<file path="src/include/hsst_pkg.sv">
// Constants and types for the high-side self-test sequencer.
// Assumes a 100 MHz clock and a 32-bit APB register bus.
package hsst_pkg;

  // Timing
  localparam int unsigned CLK_PERIOD_NS   = 10;
  localparam int unsigned PHASE_TIME_NS   = 5000;
  localparam int unsigned PHASE_CYC_INT   = (PHASE_TIME_NS + CLK_PERIOD_NS - 1) / CLK_PERIOD_NS;
  localparam logic [9:0]  PHASE_CYCLES    = PHASE_CYC_INT[9:0];

  // Register byte offsets
  localparam logic [7:0] CTRL_ONE_OFS     = 8'h00;
  localparam logic [7:0] CTRL_TWO_OFS     = 8'h04;
  localparam logic [7:0] DS_TEST_OFS      = 8'h08;
  localparam logic [7:0] STUCK_TEST_OFS   = 8'h0C;
  localparam logic [7:0] SENSE_TEST_OFS   = 8'h10;
  localparam logic [7:0] STATE_OFS        = 8'h14;

  // control_reg_one fields
  localparam int unsigned SEL_LSB         = 0;
  localparam int unsigned START_BIT       = 4;
  localparam int unsigned STOP_BIT        = 8;
  // Test status register fields
  localparam int unsigned DELTA_LSB       = 0;
  localparam int unsigned FLAG_A_BIT      = 12;
  localparam int unsigned FLAG_B_BIT      = 13;
  localparam int unsigned STATUS_LSB      = 16;

  // Reset values
  localparam logic [9:0]  THR_RESET       = 10'h3FF;

  typedef enum logic [1:0] {
    HSST_SEL_NONE  = 2'b00,
    HSST_SEL_SENSE = 2'b01,
    HSST_SEL_DS    = 2'b10,
    HSST_SEL_STUCK = 2'b11
  } hsst_sel_e;

  typedef enum logic [1:0] {
    HSST_ST_IDLE   = 2'b00,
    HSST_ST_RUN    = 2'b01,
    HSST_ST_END    = 2'b10,
    HSST_ST_ABORT  = 2'b11
  } hsst_status_e;

  typedef enum logic [2:0] {
    HSST_UNLOCKED  = 3'b000,
    HSST_ACTIVE    = 3'b001,
    HSST_WAIT      = 3'b010,
    HSST_STUCK     = 3'b011,
    HSST_LOCKED    = 3'b100
  } hsst_state_e;

endpackage

</file>
<file path="src/hw/hsst_sequencer.sv">
// Self-test sequencer of a high-side FET switch controller, with APB registers.
// Assumes synchronous inputs; the ADC answers a held request with valid pulses.
//
// The register addresses and the APB interface to the registers are this design's own decisions.
`timescale 1ns/1ps
`default_nettype none

module hsst_sequencer
  import hsst_pkg::*;
(
  // Clock and reset
  input  wire logic        clk,
  input  wire logic        nrst,
  // APB slave
  input  wire logic        psel,
  input  wire logic        penable,
  input  wire logic        pwrite,
  input  wire logic [7:0]  paddr,
  input  wire logic [31:0] pwdata,
  output logic             pready,
  output logic             pslverr,
  output logic [31:0]      prdata,
  // Device supervision
  input  wire logic        watchdog_timeout,
  input  wire logic        hardware_lockout_input,
  input  wire logic        unlock_request,
  // Measurements from normal operation
  input  wire logic [9:0]  short_circuit_meas_field,
  input  wire logic [9:0]  drain_source_meas_field,
  // Converters
  input  wire logic        sense_conv_valid,
  input  wire logic [9:0]  sense_conv_data,
  input  wire logic        ds_conv_valid,
  input  wire logic [9:0]  ds_conv_data,
  output logic             sense_conv_req,
  output logic             ds_conv_req,
  // Analog test stimuli
  output logic             sense_sink_en,
  output logic             ds_offset_en,
  // Switch control
  input  wire logic        fet_cmd,
  input  wire logic        bypass_cmd,
  output logic             fet_drive,
  output logic             bypass_drive,
  // Protection
  input  wire logic        ds_overvoltage_raw,
  output logic             drain_source_overvoltage_fault,
  // State
  output logic             self_test_state,
  output logic             locked_state
);

  typedef struct packed {
    hsst_state_e  state;
    logic [9:0]   cnt;
    hsst_sel_e    sel;
    logic [9:0]   thr;
    logic [9:0]   conv;
    logic [31:0]  rdata;
    logic [10:0]  sense_delta;
    hsst_status_e sense_st;
    logic [10:0]  ds_delta;
    logic         ds_max1;
    hsst_status_e ds_st;
    logic [9:0]   so_val;
    logic         so_fresh;
    logic         so_max2;
    hsst_status_e so_st;
    logic         fet_q;
    logic         byp_q;
  } hsst_regs_s;

  hsst_regs_s r_reg;
  hsst_regs_s r_next;

  logic        acc;
  logic        wr;
  logic        rd_stuck;
  logic        start_cmd;
  logic        stop_cmd;
  logic        lock_evt;
  logic        mapped;
  logic        in_test;
  logic [31:0] rd_mux;

  assign acc       = psel && penable;
  assign wr        = acc && pwrite;
  assign mapped    = (paddr == CTRL_ONE_OFS) || (paddr == CTRL_TWO_OFS) ||
                     (paddr == DS_TEST_OFS) || (paddr == STUCK_TEST_OFS) ||
                     (paddr == SENSE_TEST_OFS) || (paddr == STATE_OFS);
  assign start_cmd = wr && (paddr == CTRL_ONE_OFS) && pwdata[START_BIT];
  assign stop_cmd  = wr && (paddr == CTRL_ONE_OFS) && pwdata[STOP_BIT];
  assign rd_stuck  = acc && !pwrite && (paddr == STUCK_TEST_OFS);
  assign lock_evt  = watchdog_timeout || hardware_lockout_input;
  assign in_test   = (r_reg.state == HSST_ACTIVE) || (r_reg.state == HSST_WAIT) ||
                     (r_reg.state == HSST_STUCK);

  // Zero-wait APB; read data captured in the setup cycle
  assign pready  = acc;
  assign pslverr = acc && !mapped;
  assign prdata  = r_reg.rdata;

  always_comb begin
    rd_mux = 32'h0000_0000;
    unique case (paddr)
      CTRL_ONE_OFS: begin
        rd_mux[SEL_LSB +: 2] = r_reg.sel;
      end
      CTRL_TWO_OFS: begin
        rd_mux[9:0] = r_reg.thr;
      end
      DS_TEST_OFS: begin
        rd_mux[DELTA_LSB +: 11]  = r_reg.ds_delta;
        rd_mux[FLAG_A_BIT]       = r_reg.ds_max1;
        rd_mux[STATUS_LSB +: 2]  = r_reg.ds_st;
      end
      STUCK_TEST_OFS: begin
        rd_mux[DELTA_LSB +: 10]  = r_reg.so_val;
        rd_mux[FLAG_A_BIT]       = r_reg.so_fresh;
        rd_mux[FLAG_B_BIT]       = r_reg.so_max2;
        rd_mux[STATUS_LSB +: 2]  = r_reg.so_st;
      end
      SENSE_TEST_OFS: begin
        rd_mux[DELTA_LSB +: 11]  = r_reg.sense_delta;
        rd_mux[STATUS_LSB +: 2]  = r_reg.sense_st;
      end
      STATE_OFS: begin
        rd_mux[2:0] = r_reg.state;
      end
      default: begin
        rd_mux = 32'h0000_0000;
      end
    endcase
  end

  always_comb begin
    r_next = r_reg;
    if (psel && !penable && !pwrite) begin
      r_next.rdata = rd_mux;
    end
    // Selection frozen in a test so the result lands in the right register
    if (wr && (paddr == CTRL_ONE_OFS) && !in_test) begin
      r_next.sel = hsst_sel_e'(pwdata[SEL_LSB +: 2]);
    end
    if (wr && (paddr == CTRL_TWO_OFS)) begin
      r_next.thr = pwdata[9:0];
    end
    // Fresh bit clears on read; a new conversion in that cycle wins
    if (rd_stuck) begin
      r_next.so_fresh = 1'b0;
    end

    unique case (r_reg.state)
      HSST_UNLOCKED: begin
        r_next.fet_q = fet_cmd;
        r_next.byp_q = bypass_cmd;
        if (lock_evt) begin
          r_next.state = HSST_LOCKED;
        end else if (start_cmd) begin
          r_next.cnt = PHASE_CYCLES;
          unique case (hsst_sel_e'(pwdata[SEL_LSB +: 2]))
            HSST_SEL_SENSE: begin
              r_next.state    = HSST_ACTIVE;
              r_next.sense_st = HSST_ST_RUN;
            end
            HSST_SEL_DS: begin
              r_next.state    = HSST_ACTIVE;
              r_next.ds_st    = HSST_ST_RUN;
              r_next.ds_max1  = 1'b0;
            end
            HSST_SEL_STUCK: begin
              r_next.state    = HSST_STUCK;
              r_next.so_st    = HSST_ST_RUN;
              r_next.so_max2  = 1'b0;
              r_next.so_fresh = 1'b0;
            end
            default: begin
              r_next.state = HSST_UNLOCKED;
            end
          endcase
        end
      end
      HSST_ACTIVE: begin
        if (r_reg.sel == HSST_SEL_SENSE && sense_conv_valid) begin
          r_next.conv = sense_conv_data;
        end
        if (r_reg.sel == HSST_SEL_DS && ds_conv_valid) begin
          r_next.conv = ds_conv_data;
        end
        if (r_reg.cnt == 10'h001) begin
          r_next.state = HSST_WAIT;
          r_next.cnt   = PHASE_CYCLES;
        end else begin
          r_next.cnt = r_reg.cnt - 10'h001;
        end
      end
      HSST_WAIT: begin
        if (r_reg.cnt == 10'h001) begin
          r_next.state = HSST_UNLOCKED;
          if (r_reg.sel == HSST_SEL_SENSE) begin
            r_next.sense_delta = {1'b0, r_reg.conv} - {1'b0, short_circuit_meas_field};
            r_next.sense_st    = HSST_ST_END;
          end else begin
            r_next.ds_delta = {1'b0, r_reg.conv} - {1'b0, drain_source_meas_field};
            r_next.ds_max1  = r_reg.conv > r_reg.thr;
            r_next.ds_st    = HSST_ST_END;
          end
        end else begin
          r_next.cnt = r_reg.cnt - 10'h001;
        end
      end
      HSST_STUCK: begin
        if (ds_conv_valid) begin
          r_next.so_val   = ds_conv_data;
          r_next.so_fresh = 1'b1;
          if (ds_conv_data > r_reg.thr) begin
            r_next.so_max2 = 1'b1;
            r_next.so_st   = HSST_ST_END;
            r_next.state   = HSST_UNLOCKED;
          end
        end
      end
      HSST_LOCKED: begin
        if (unlock_request && !lock_evt) begin
          r_next.state = HSST_UNLOCKED;
        end
      end
      default: begin
        r_next.state = HSST_LOCKED;
      end
    endcase

    // Aborts override completion in the same cycle
    if (in_test && (lock_evt || stop_cmd)) begin
      r_next.state = lock_evt ? HSST_LOCKED : HSST_UNLOCKED;
      if (r_reg.state == HSST_STUCK) begin
        r_next.so_st = HSST_ST_ABORT;
      end else if (r_reg.sel == HSST_SEL_SENSE) begin
        r_next.sense_st = HSST_ST_ABORT;
      end else begin
        r_next.ds_st = HSST_ST_ABORT;
      end
    end
  end

  always_ff @(posedge clk) begin
    if (!nrst) begin
      r_reg <= '{state: HSST_UNLOCKED, cnt: 10'h000, sel: HSST_SEL_NONE, thr: THR_RESET,
                 conv: 10'h000, rdata: 32'h0000_0000, sense_delta: 11'h000,
                 sense_st: HSST_ST_IDLE, ds_delta: 11'h000, ds_max1: 1'b0,
                 ds_st: HSST_ST_IDLE, so_val: 10'h000, so_fresh: 1'b0, so_max2: 1'b0,
                 so_st: HSST_ST_IDLE, fet_q: 1'b0, byp_q: 1'b0};
    end else begin
      r_reg <= r_next;
    end
  end

  logic test_ds;
  logic test_sense;
  logic timed;

  assign timed      = (r_reg.state == HSST_ACTIVE) || (r_reg.state == HSST_WAIT);
  assign test_sense = timed && (r_reg.sel == HSST_SEL_SENSE);
  assign test_ds    = timed && (r_reg.sel == HSST_SEL_DS);

  assign sense_sink_en  = (r_reg.state == HSST_ACTIVE) && test_sense;
  assign ds_offset_en   = (r_reg.state == HSST_ACTIVE) && test_ds;
  assign sense_conv_req = sense_sink_en;
  assign ds_conv_req    = ds_offset_en || (r_reg.state == HSST_STUCK);

  // Timed tests freeze switch state captured at entry
  assign fet_drive    = (r_reg.state == HSST_STUCK) ? 1'b0 :
                        timed ? r_reg.fet_q : fet_cmd;
  assign bypass_drive = timed ? r_reg.byp_q : bypass_cmd;

  assign drain_source_overvoltage_fault = ds_overvoltage_raw &&
                                          !(test_ds || r_reg.state == HSST_STUCK);

  assign self_test_state = in_test;
  assign locked_state    = (r_reg.state == HSST_LOCKED);

endmodule

`default_nettype wire

</file>
<file path="config.mk">
export PLATFORM = sky130hd
export DESIGN_NAME = hsst_sequencer
export DESIGN_NICKNAME = d
export VERILOG_FILES = /design/src/include/hsst_pkg.sv /design/src/hw/hsst_sequencer.sv
export SDC_FILE = /design/constraint.sdc
export NUM_CORES = 1
export LEC_CHECK = 0
export ABC_AREA = 1
export BUFFER_PORTS_ARGS = -buffer_cell sky130_fd_sc_hd__buf_2
export CAP_MARGIN = 40
export CORE_MARGIN = 1
export CORE_UTILIZATION = 44
export CTS_BUF_LIST = sky130_fd_sc_hd__clkbuf_16
export DETAILED_ROUTE_END_ITERATION = 16
export PLACE_DENSITY = 0.69
export SYNTH_ARGS = -nofsm -noshare
export SYNTH_HDL_FRONTEND = slang
export SYNTH_SLANG_ARGS = --single-unit
</file>
<file path="constraint.sdc">
create_clock -name clk -period 1.85 [get_ports clk]
set_input_delay 0.555 -clock clk [delete_from_list [all_inputs] [get_ports clk]]
set_output_delay 0.555 -clock clk [all_outputs]
set_load 0.01 [all_outputs]
</file>
After elaboration in Yosys (flattened, before gate mapping) --
Cells that the tools add are included.
Word-level totals: logic and storage cells 159, register bits after elaboration 93, input bits 93, output and inout port bits 43
Operators by class: reductions and logical operators 53, eq/ne operators 30, magnitude comparators 2, add/subtract/negate cells 3, bitwise gates (word level) 1, muxes and demuxes 53
Operators by type and width (count):
- $mux W10 | 5
- $mux W3 | 12
- $pmux W10 S3 | 1
- $pmux W7 S4 | 1
- $mux W2 | 12
- $sub A10 B10 Y11 | 2
- $logic_and A1 B1 Y1 | 21
- $gt A10 B10 Y1 | 2
- $reduce_and A6 Y1 | 3
- $eq A8 B4 Y1 const B | 2
- $eq A8 B5 Y1 const B | 2
- $mux W16 | 1
- $mux W4 | 4
- $pmux W3 S5 | 1
- $mux W14 | 1
- $ne A2 B2 Y1 const B | 7
- $mux W13 | 1
- $ne A3 B3 Y1 const B | 4
- $pmux W2 S6 | 1
- $logic_or A1 B1 Y1 | 11
- $eq A10 B1 Y1 const B | 1
- $sub A10 B1 Y10 const B | 1
- $eq A8 B3 Y1 const B | 1
- $logic_not A8 Y1 | 1
- 24 further kinds | 44

Longest topological paths before layout --
Gate-level depths: netlist of run 1.
depth after elaboration 10, mapped depth 15, gate-level depth less buffers 15

Worst setup path before layout of run 1 --
No wires, ideal clock.
path type in2out, start point input paddr[4], end point output pslverr, arrival time 1.569 ns, buffers on the path 1, required time 1.295 ns, stages on the path 7, slack -0.274 ns, cell sequence inv_1 -> nand3_2 -> inv_1 -> nand2_1 -> clkbuf_1 -> nand4_1 -> nor4_1
Between the ends: word-level cells in the longest chain between the ends 8, elaborated cells on any way between the ends 13, classes of those cells 5 x eq/ne; 8 x reduce/logical
Ends and longest elaborated chain:
- start: declaration | line hsst_sequencer.sv:18 | input wire logic [7:0] paddr,
- $eq A8 B3 Y1 / $logic_not A8 Y1 (equally long branches) | line hsst_sequencer.sv:88 | assign mapped = (paddr == CTRL_ONE_OFS) || (paddr == CTRL_TWO_OFS) ||
- $logic_or A1 B1 Y1 (2 in a row) | line hsst_sequencer.sv:88
- $logic_or A1 B1 Y1 (2 in a row) | line hsst_sequencer.sv:89 | (paddr == DS_TEST_OFS) || (paddr == STUCK_TEST_OFS) ||
- $logic_or A1 B1 Y1 (*) | line hsst_sequencer.sv:90 | (paddr == SENSE_TEST_OFS) || (paddr == STATE_OFS);
- $logic_not A1 Y1 (*) | line hsst_sequencer.sv:100 | assign pslverr = acc && !mapped;
- $logic_and A1 B1 Y1 (*) | line hsst_sequencer.sv:100
- end: declaration | line hsst_sequencer.sv:21 | output logic pslverr,
Mark *: on every way between the ends. The rest lies on a longest branch, timed or not.

Worst setup path after layout of run 1 --
start point input paddr[1], end point output pslverr
Same word-level chain as after synthesis.

==> flow_metrics.py, run 1 <==
metrics = {
    "outcome": {
        "status": "complete, but fails checks",
        "failed_checks": "negative setup slack",
    },
    "grt": {
        "antenna_found_initial": 0,
        "grt_max_degree": 36,
        "grt_overflow": 0,
        "grt_pass1_vias": 6063,
        "grt_pass1_wl_um": 29910,
        "grt_usage": 0.2625,
    },
    "critical_path": {
        "required_ps": 1290,
        "cpPeakStageDelay_ps": 150,
        "cp-end-kind": "primary output",
        "worstSetupPathType": "in2out",
        "cp.arrival_ps": 1410,
        "worst-path-buf-inv": 3,
        "critPathLaunchType": "input pin",
        "cpMaxStageDelayCell": "nand4_1",
        "crit_path_max_fanout": 3,
        "path_cells": "buf_6, nor2_4, inv_2, nor3_4, nand2_2, nand4_1, nor4_4, buf_2",
        "cp_top_family": "simple AND/OR/NAND/NOR gates",
    },
    "place": {
        "place.gp.congestion": 0.9107,
        "dpl.hpwl_um": 14820,
        "portBuffers": 96,
    },
    "detailed_routing": {
        "avgRoutedWirePerCell_um": 14.75,
        "first_iter_violations": 598,
        "drtAntennaViolNets": 0,
        "dr_total_vias": 6696,
        "drc": 0,
        "routed_wl_um": 19190,
        "dr.pass1.iters": 5,
        "via_per_inst": 5.147,
    },
    "synth": {
        "yosysTopAreaCellShare": 0.2946,
        "yosysSeqAreaShare": 0.2946,
        "yosys.area_share.simple": 0.2500,
        "synth-xor-area-share": 0.01940,
        "synth-seq-cells": 93,
        "synth_top_family_by_area": "simple AND/OR/NAND/NOR gates",
        "synth_cells": 935,
        "synth_compound_area_frac": 0.2039,
        "synth_fa_ha_area_frac": 0.08949,
        "syn_avg_cell_area_um2": 6.759,
        "synth_warnings": 0,
        "synth_cell_types": 47,
        "synthMuxAreaShare": 0,
        "ys_top_cells_by_area": "dfxtp_1 (29%), nand2_1 (12%), ha_1 (8.3%)",
        "synth_top_cell_by_area": "dfxtp_1",
        "syn_area_mm2": 0.006320,
    },
    "power_and_ir_drop": {
        "cellPowerDensity_mw_per_mm2": 853.3,
        "p_leak_nw": 3.984,
        "peakVddDrop_v": 0.0004939,
    },
    "clock_tree": {
        "clock_sinks": 93,
        "cts-buffers-inserted": 9,
        "clk_latency_ps": 360,
        "cts.htree.levels": 3,
        "cts_tree": "built",
        "cts.path.max_buffers": 2,
        "cts.clk_slew.worst_paths_ps": 60,
        "root_buffer": "clkbuf_16",
    },
    "die": {
        "die_y_um": 121.8,
        "io_pins": 136,
        "die_w_um": 121.8,
        "die_area_mm2": 0.01485,
        "rows": 43,
        "core-area_mm2": 0.01393,
        "start_util": 0.4535,
    },
    "layout": {
        "fillers": 1327,
        "diodes": 0,
        "layout-drive-gt1-share": 0.2953,
        "layout.nets": 1253,
        "area_growth_pct": 29.68,
        "largest_reg_flops": 78,
    },
    "sta": {
        "fin_crit_sh": 1.062,
        "setup_viol": 4,
        "period_minus_slack_ps": 1965,
        "finalHoldViolCount": 0,
        "whs_ps": 428.4,
        "fmax_mhz": 509.0,
        "rsz0062_at_grt": "true",
        "worst_slack_ps": -114.5,
        "fin_setup_tns_ps": -308.8,
        "slew_viol_final": 0,
        "clock_skew_ps": 13.03,
    },
    "job": {
        "maxCapViolCount": 0,
    },
    "worst_hold_path": {
        "hp-class": "in2reg",
    },
}
tightest hold or removal path: stages:
cell and delay [ps]:
buf_2 70, nand2_1 40, o211ai_1 60
timing repair:
action / 4_1_cts / 5_1_grt
endpoints found under the setup margin: 9 / 34
pin swaps: 9 / 11
hold endpoints to repair: 0 / 0
gates resized for setup: 39 / 47
buffers inserted: 11 / 7
hold buffers: 0 / 0
through the flow:
step / area [µm²] / power (mW) / utilization / setup slack (ps) / std cells
floorplan: 6409 / 3.961 / - / -74.41 / 951
global placement: 7516 / 4.613 / 0.5394 / -185.8 / 1267
detailed placement: 7516 / 4.654 / 0.5394 / -209.9 / 1267
CTS: 8026 / 6.765 / 0.5760 / -97.21 / 1294
global route: 8195 / 7.422 / 0.5881 / -176.1 / 1301
finish: 8195 / 6.993 / 0.5881 / -114.5 / 1301
worst paths after layout:
check / to / cells past startpoint / from / slack [ps]
max: pslverr / 8 / paddr[1] / -110
min: r_reg[91] / 3 / pwdata[6] / 430
max reg2reg: r_reg[26] / 7 / r_reg[76] / 100
min reg2reg: r_reg[4] / 2 / r_reg[4] / 450
layout make-up:
| type | instances | area (µm²) | share of cell area |
|---|---|---|---|
| inverter | 137 | 531.8 | 0.06489 |
| clock buffer | 9 | 225.2 | 0.02748 |
| timing repair buffer | 213 | 1433 | 0.1748 |
| clock inverter | 7 | 81.33 | 0.009924 |
| multi-input combinational | 662 | 3820 | 0.4661 |
| tap | 180 | 225.2 | 0.02748 |
| sequential | 93 | 1879 | 0.2293 |
cell usage after synthesis (all sizes together):
library cell,count
a21oi,89
o211ai,16
clkbuf,15
nand3,37
a211oi,3
xnor2,4
o311ai,1
xor2,10
a21o,1
nor3,11
buf,44
dfxtp,93
nand3b,1
and2,1
o21bai,2
o221ai,1
or2,3
nor4,3
fa,2
conb,1
a311oi,2
a31oi,10
o21ai,88
inv,137
nand4,19
ha,42
o2111ai,2
nand2,208
o22ai,5
nor2,78
o31ai,4
a31o,2
layout by cell type (no fill, tap or decap), drive strengths merged:
cell type / instances
a211oi: 3
a21o: 1
a21oi: 89
a311oi: 2
a31o: 2
a31oi: 10
and2: 1
buf: 213
bufinv: 1
clkbuf: 9
clkinv: 2
clkinvlp: 1
conb: 17
dfxtp: 93
fa: 2
ha: 42
inv: 140
nand2: 208
nand3: 37
nand3b: 1
nand4: 19
nor2: 78
nor3: 11
nor4: 3
o2111ai: 2
o211ai: 16
o21ai: 88
o21bai: 2
o221ai: 1
o22ai: 5
o311ai: 1
o31ai: 4
or2: 3
xnor2: 4
xor2: 10
power breakdown:
| group | switching, mW | internal, mW | leakage, nW |
|---|---|---|---|
| Clock | 0.861 | 1.07 | 0.148 |
| Combinational | 1.56 | 1.16 | 3.08 |
| Sequential | 0.166 | 2.17 | 0.757 |
routing by layer:
layer,up-vias,wire length [µm],global-route usage
li1,3402,-,-
met1,3023,8729,0.3592
met2,235,8711,0.4206
met3,36,1272,0.03839
met4,0,473,0.08719
met5,-,0,0
cell families after synthesis:
kind of cell	count (synthesis)
other	1
and+or+nand+nor	361
buffers and inverters	196
DFF	93
xor gates and xnor gates	14
AOI/OAI and AO/OA	226
adders and majority gates	44
Power figures use the tool's default switching activity.
==> run 2, diff against run 1 <==
--- a/config.mk
+++ b/config.mk
@@ -12,7 +12,7 @@
 export CORE_UTILIZATION = 44
 export CTS_BUF_LIST = sky130_fd_sc_hd__clkbuf_16
 export DETAILED_ROUTE_END_ITERATION = 16
-export PLACE_DENSITY = 0.69
+export PLACE_DENSITY = 0.79
 export SYNTH_ARGS = -nofsm -noshare
 export SYNTH_HDL_FRONTEND = slang
 export SYNTH_SLANG_ARGS = --single-unit
==> run 2 against run 1 <==
Compared with the run above:
- the flow still finishes with violations (negative setup slack)
- maximum frequency down 1.6%
- flip-flop and latch count did not move
- clock skew down 5.0 ps
- register-to-register slack worse by 50 ps
- worst hold slack got worse by 8.9 ps
- total power is 4.1% lower
- cell count shrank 1.0%
- largest cell class unchanged
==> flow_metrics.py, run 2 (same netlist as run 1, synthesis figures left out) <==
metrics = {
    "outcome": {
        "status": "complete, but fails checks",
        "failed_checks": "negative setup slack",
    },
    "clock_tree": {
        "clk_latency_ps": 350,
        "hold_buffers": 0,
        "cts.path.max_buffers": 2,
        "clock_sinks": 93,
        "cts.htree.levels": 3,
        "cts_tree": "built",
        "cts-buffers-inserted": 9,
        "root_buffer": "clkbuf_16",
        "cts.clk_slew.worst_paths_ps": 70,
    },
    "worst_hold_path": {
        "hp-class": "in2reg",
        "hold_end": "r_reg[94]",
        "hold_path_depth": 3,
        "min_from": "pwdata[9]",
    },
    "job": {
        "maxCapViolCount": 0,
    },
    "critical_path": {
        "critPathLaunchType": "input pin",
        "cp.arrival_ps": 1440,
        "r2r_end": "r_reg[30]",
        "cp-end-kind": "primary output",
        "crit_start": "paddr[5]",
        "worstSetupPathType": "in2out",
        "reg2regPathDepth": 9,
        "crit_path_max_fanout": 3,
        "required_ps": 1290,
        "r2r-start": "r_reg[97]",
        "r2r_slack_ps": 50,
    },
    "die": {
        "rows": 43,
        "io_pins": 136,
        "die_area_mm2": 0.01485,
        "start_util": 0.4535,
        "die_w_um": 121.8,
        "core-area_mm2": 0.01393,
        "die_y_um": 121.8,
    },
    "detailed_routing": {
        "drc": 0,
        "first_iter_violations": 622,
        "avgRoutedWirePerCell_um": 15.05,
        "dr.pass1.iters": 6,
        "routed_wl_um": 19380,
        "dr_total_vias": 6803,
        "drtAntennaViolNets": 0,
        "via_per_inst": 5.282,
    },
    "sta": {
        "rsz0062_at_grt": "true",
        "slew_headroom": 0.6620,
        "finalHoldViolCount": 0,
        "fin_setup_tns_ps": -1069,
        "fin_crit_sh": 1.079,
        "slew_viol_final": 0,
        "clock_skew_ps": 8.073,
        "setup_viol": 17,
        "period_minus_slack_ps": 1996,
        "worst_slack_ps": -145.8,
        "fmax_mhz": 501.0,
        "tightestPinTransition_ps": 506.4,
    },
    "layout": {
        "final_core_util": 0.5810,
        "area_growth_pct": 28.11,
        "largest_reg_flops": 78,
        "mostFrequentLayoutCells": "nand2_1 (190), inv_1 (124), buf_4 (97), buf_2 (92), dfxtp_1 (86)",
        "layout-drive-gt1-share": 0.2909,
        "layout.nets": 1239,
        "final_common_cell": "nand2_1",
        "final_cells": 1288,
    },
    "place": {
        "dp_worst_setup_slack_ps": -195.7,
        "placed_cells": 1258,
        "portBuffers": 96,
        "place.gp.congestion": 0.9789,
        "dpl.hpwl_um": 14480,
    },
    "grt": {
        "antenna_found_initial": 1,
        "grt_pass1_wl_um": 30040,
        "grt_max_degree": 34,
        "grt_usage": 0.2631,
        "grt_overflow": 0,
        "grt_pass1_vias": 6281,
    },
    "power_and_ir_drop": {
        "p_leak_nw": 3.908,
        "peakVddDrop_v": 0.0005520,
        "cellPowerDensity_mw_per_mm2": 827.9,
        "p_total_mw": 6.703,
    },
}
run 2: changes by cell type in the layout (fill, tap and decap cells not counted), sizes merged:
| cell | delta |
|---|---|
| buf | -14 |
| bufinv | -1 |
| clkinvlp | +2 |
| diode | +1 |
| inv | -1 |
run 2: layer usage:
| layer | track usage | vias to the layer above | wire [µm] |
|---|---|---|---|
| li1 | - | 3382 | - |
| met2 | 0.4304 | 289 | 8905 |
| met4 | 0.1111 | 0 | 699 |
| met1 | 0.3442 | 3077 | 8384 |
| met5 | 0 | - | 0 |
| met3 | 0.03745 | 55 | 1389 |
run 2: final cells by class:
type	instances	area, µm²
inverter	137	524.3
multi-input combinational	662	3872
clock buffer	9	225.2
fill	1275	5838
clock inverter	7	52.55
antenna	1	2.502
tap	180	225.2
sequential	93	1876
timing repair buffer	199	1319
run 2: worst max path at each step:
stage	endpoint	slack, ps	cells past startpoint
detailed placement	r_reg[27]	-200	10
floorplan	pslverr	-70	7
CTS	pslverr	-110	8
global placement	r_reg[39]	-180	11
finish	pslverr	-150	8
global route	pslverr	-210	8
run 2: worst max-delay path: stages:
cell and delay (ps):
buf_2 110, nor2_4 50, nand3_4 90, inv_2 50, nand2_1 80, nand4_1 150, nor4_4 180, buf_2 170
run 2: timing repair:
| action | in CTS | in global routing |
|---|---|---|
| pin swaps | 12 | 11 |
| gates resized for setup | 41 | 56 |
| buffers inserted | 10 | 4 |
| setup endpoints to repair | 9 | 43 |
run 2: per-stage QoR:
stage | hold slack (ps) | instance area, µm²
after floorplan | 421.5 | 6409
after global placement | 432.1 | 7436
after detailed placement | 442.2 | 7436
after CTS | 427.6 | 7893
after global routing | 452.5 | 8097
final | 419.5 | 8097
run 2: power by group:
group	switching (mW)	internal, mW	total, mW
Combinational	1.58	1.04	2.62
Clock	0.847	0.916	1.76
Sequential	0.154	2.17	2.32
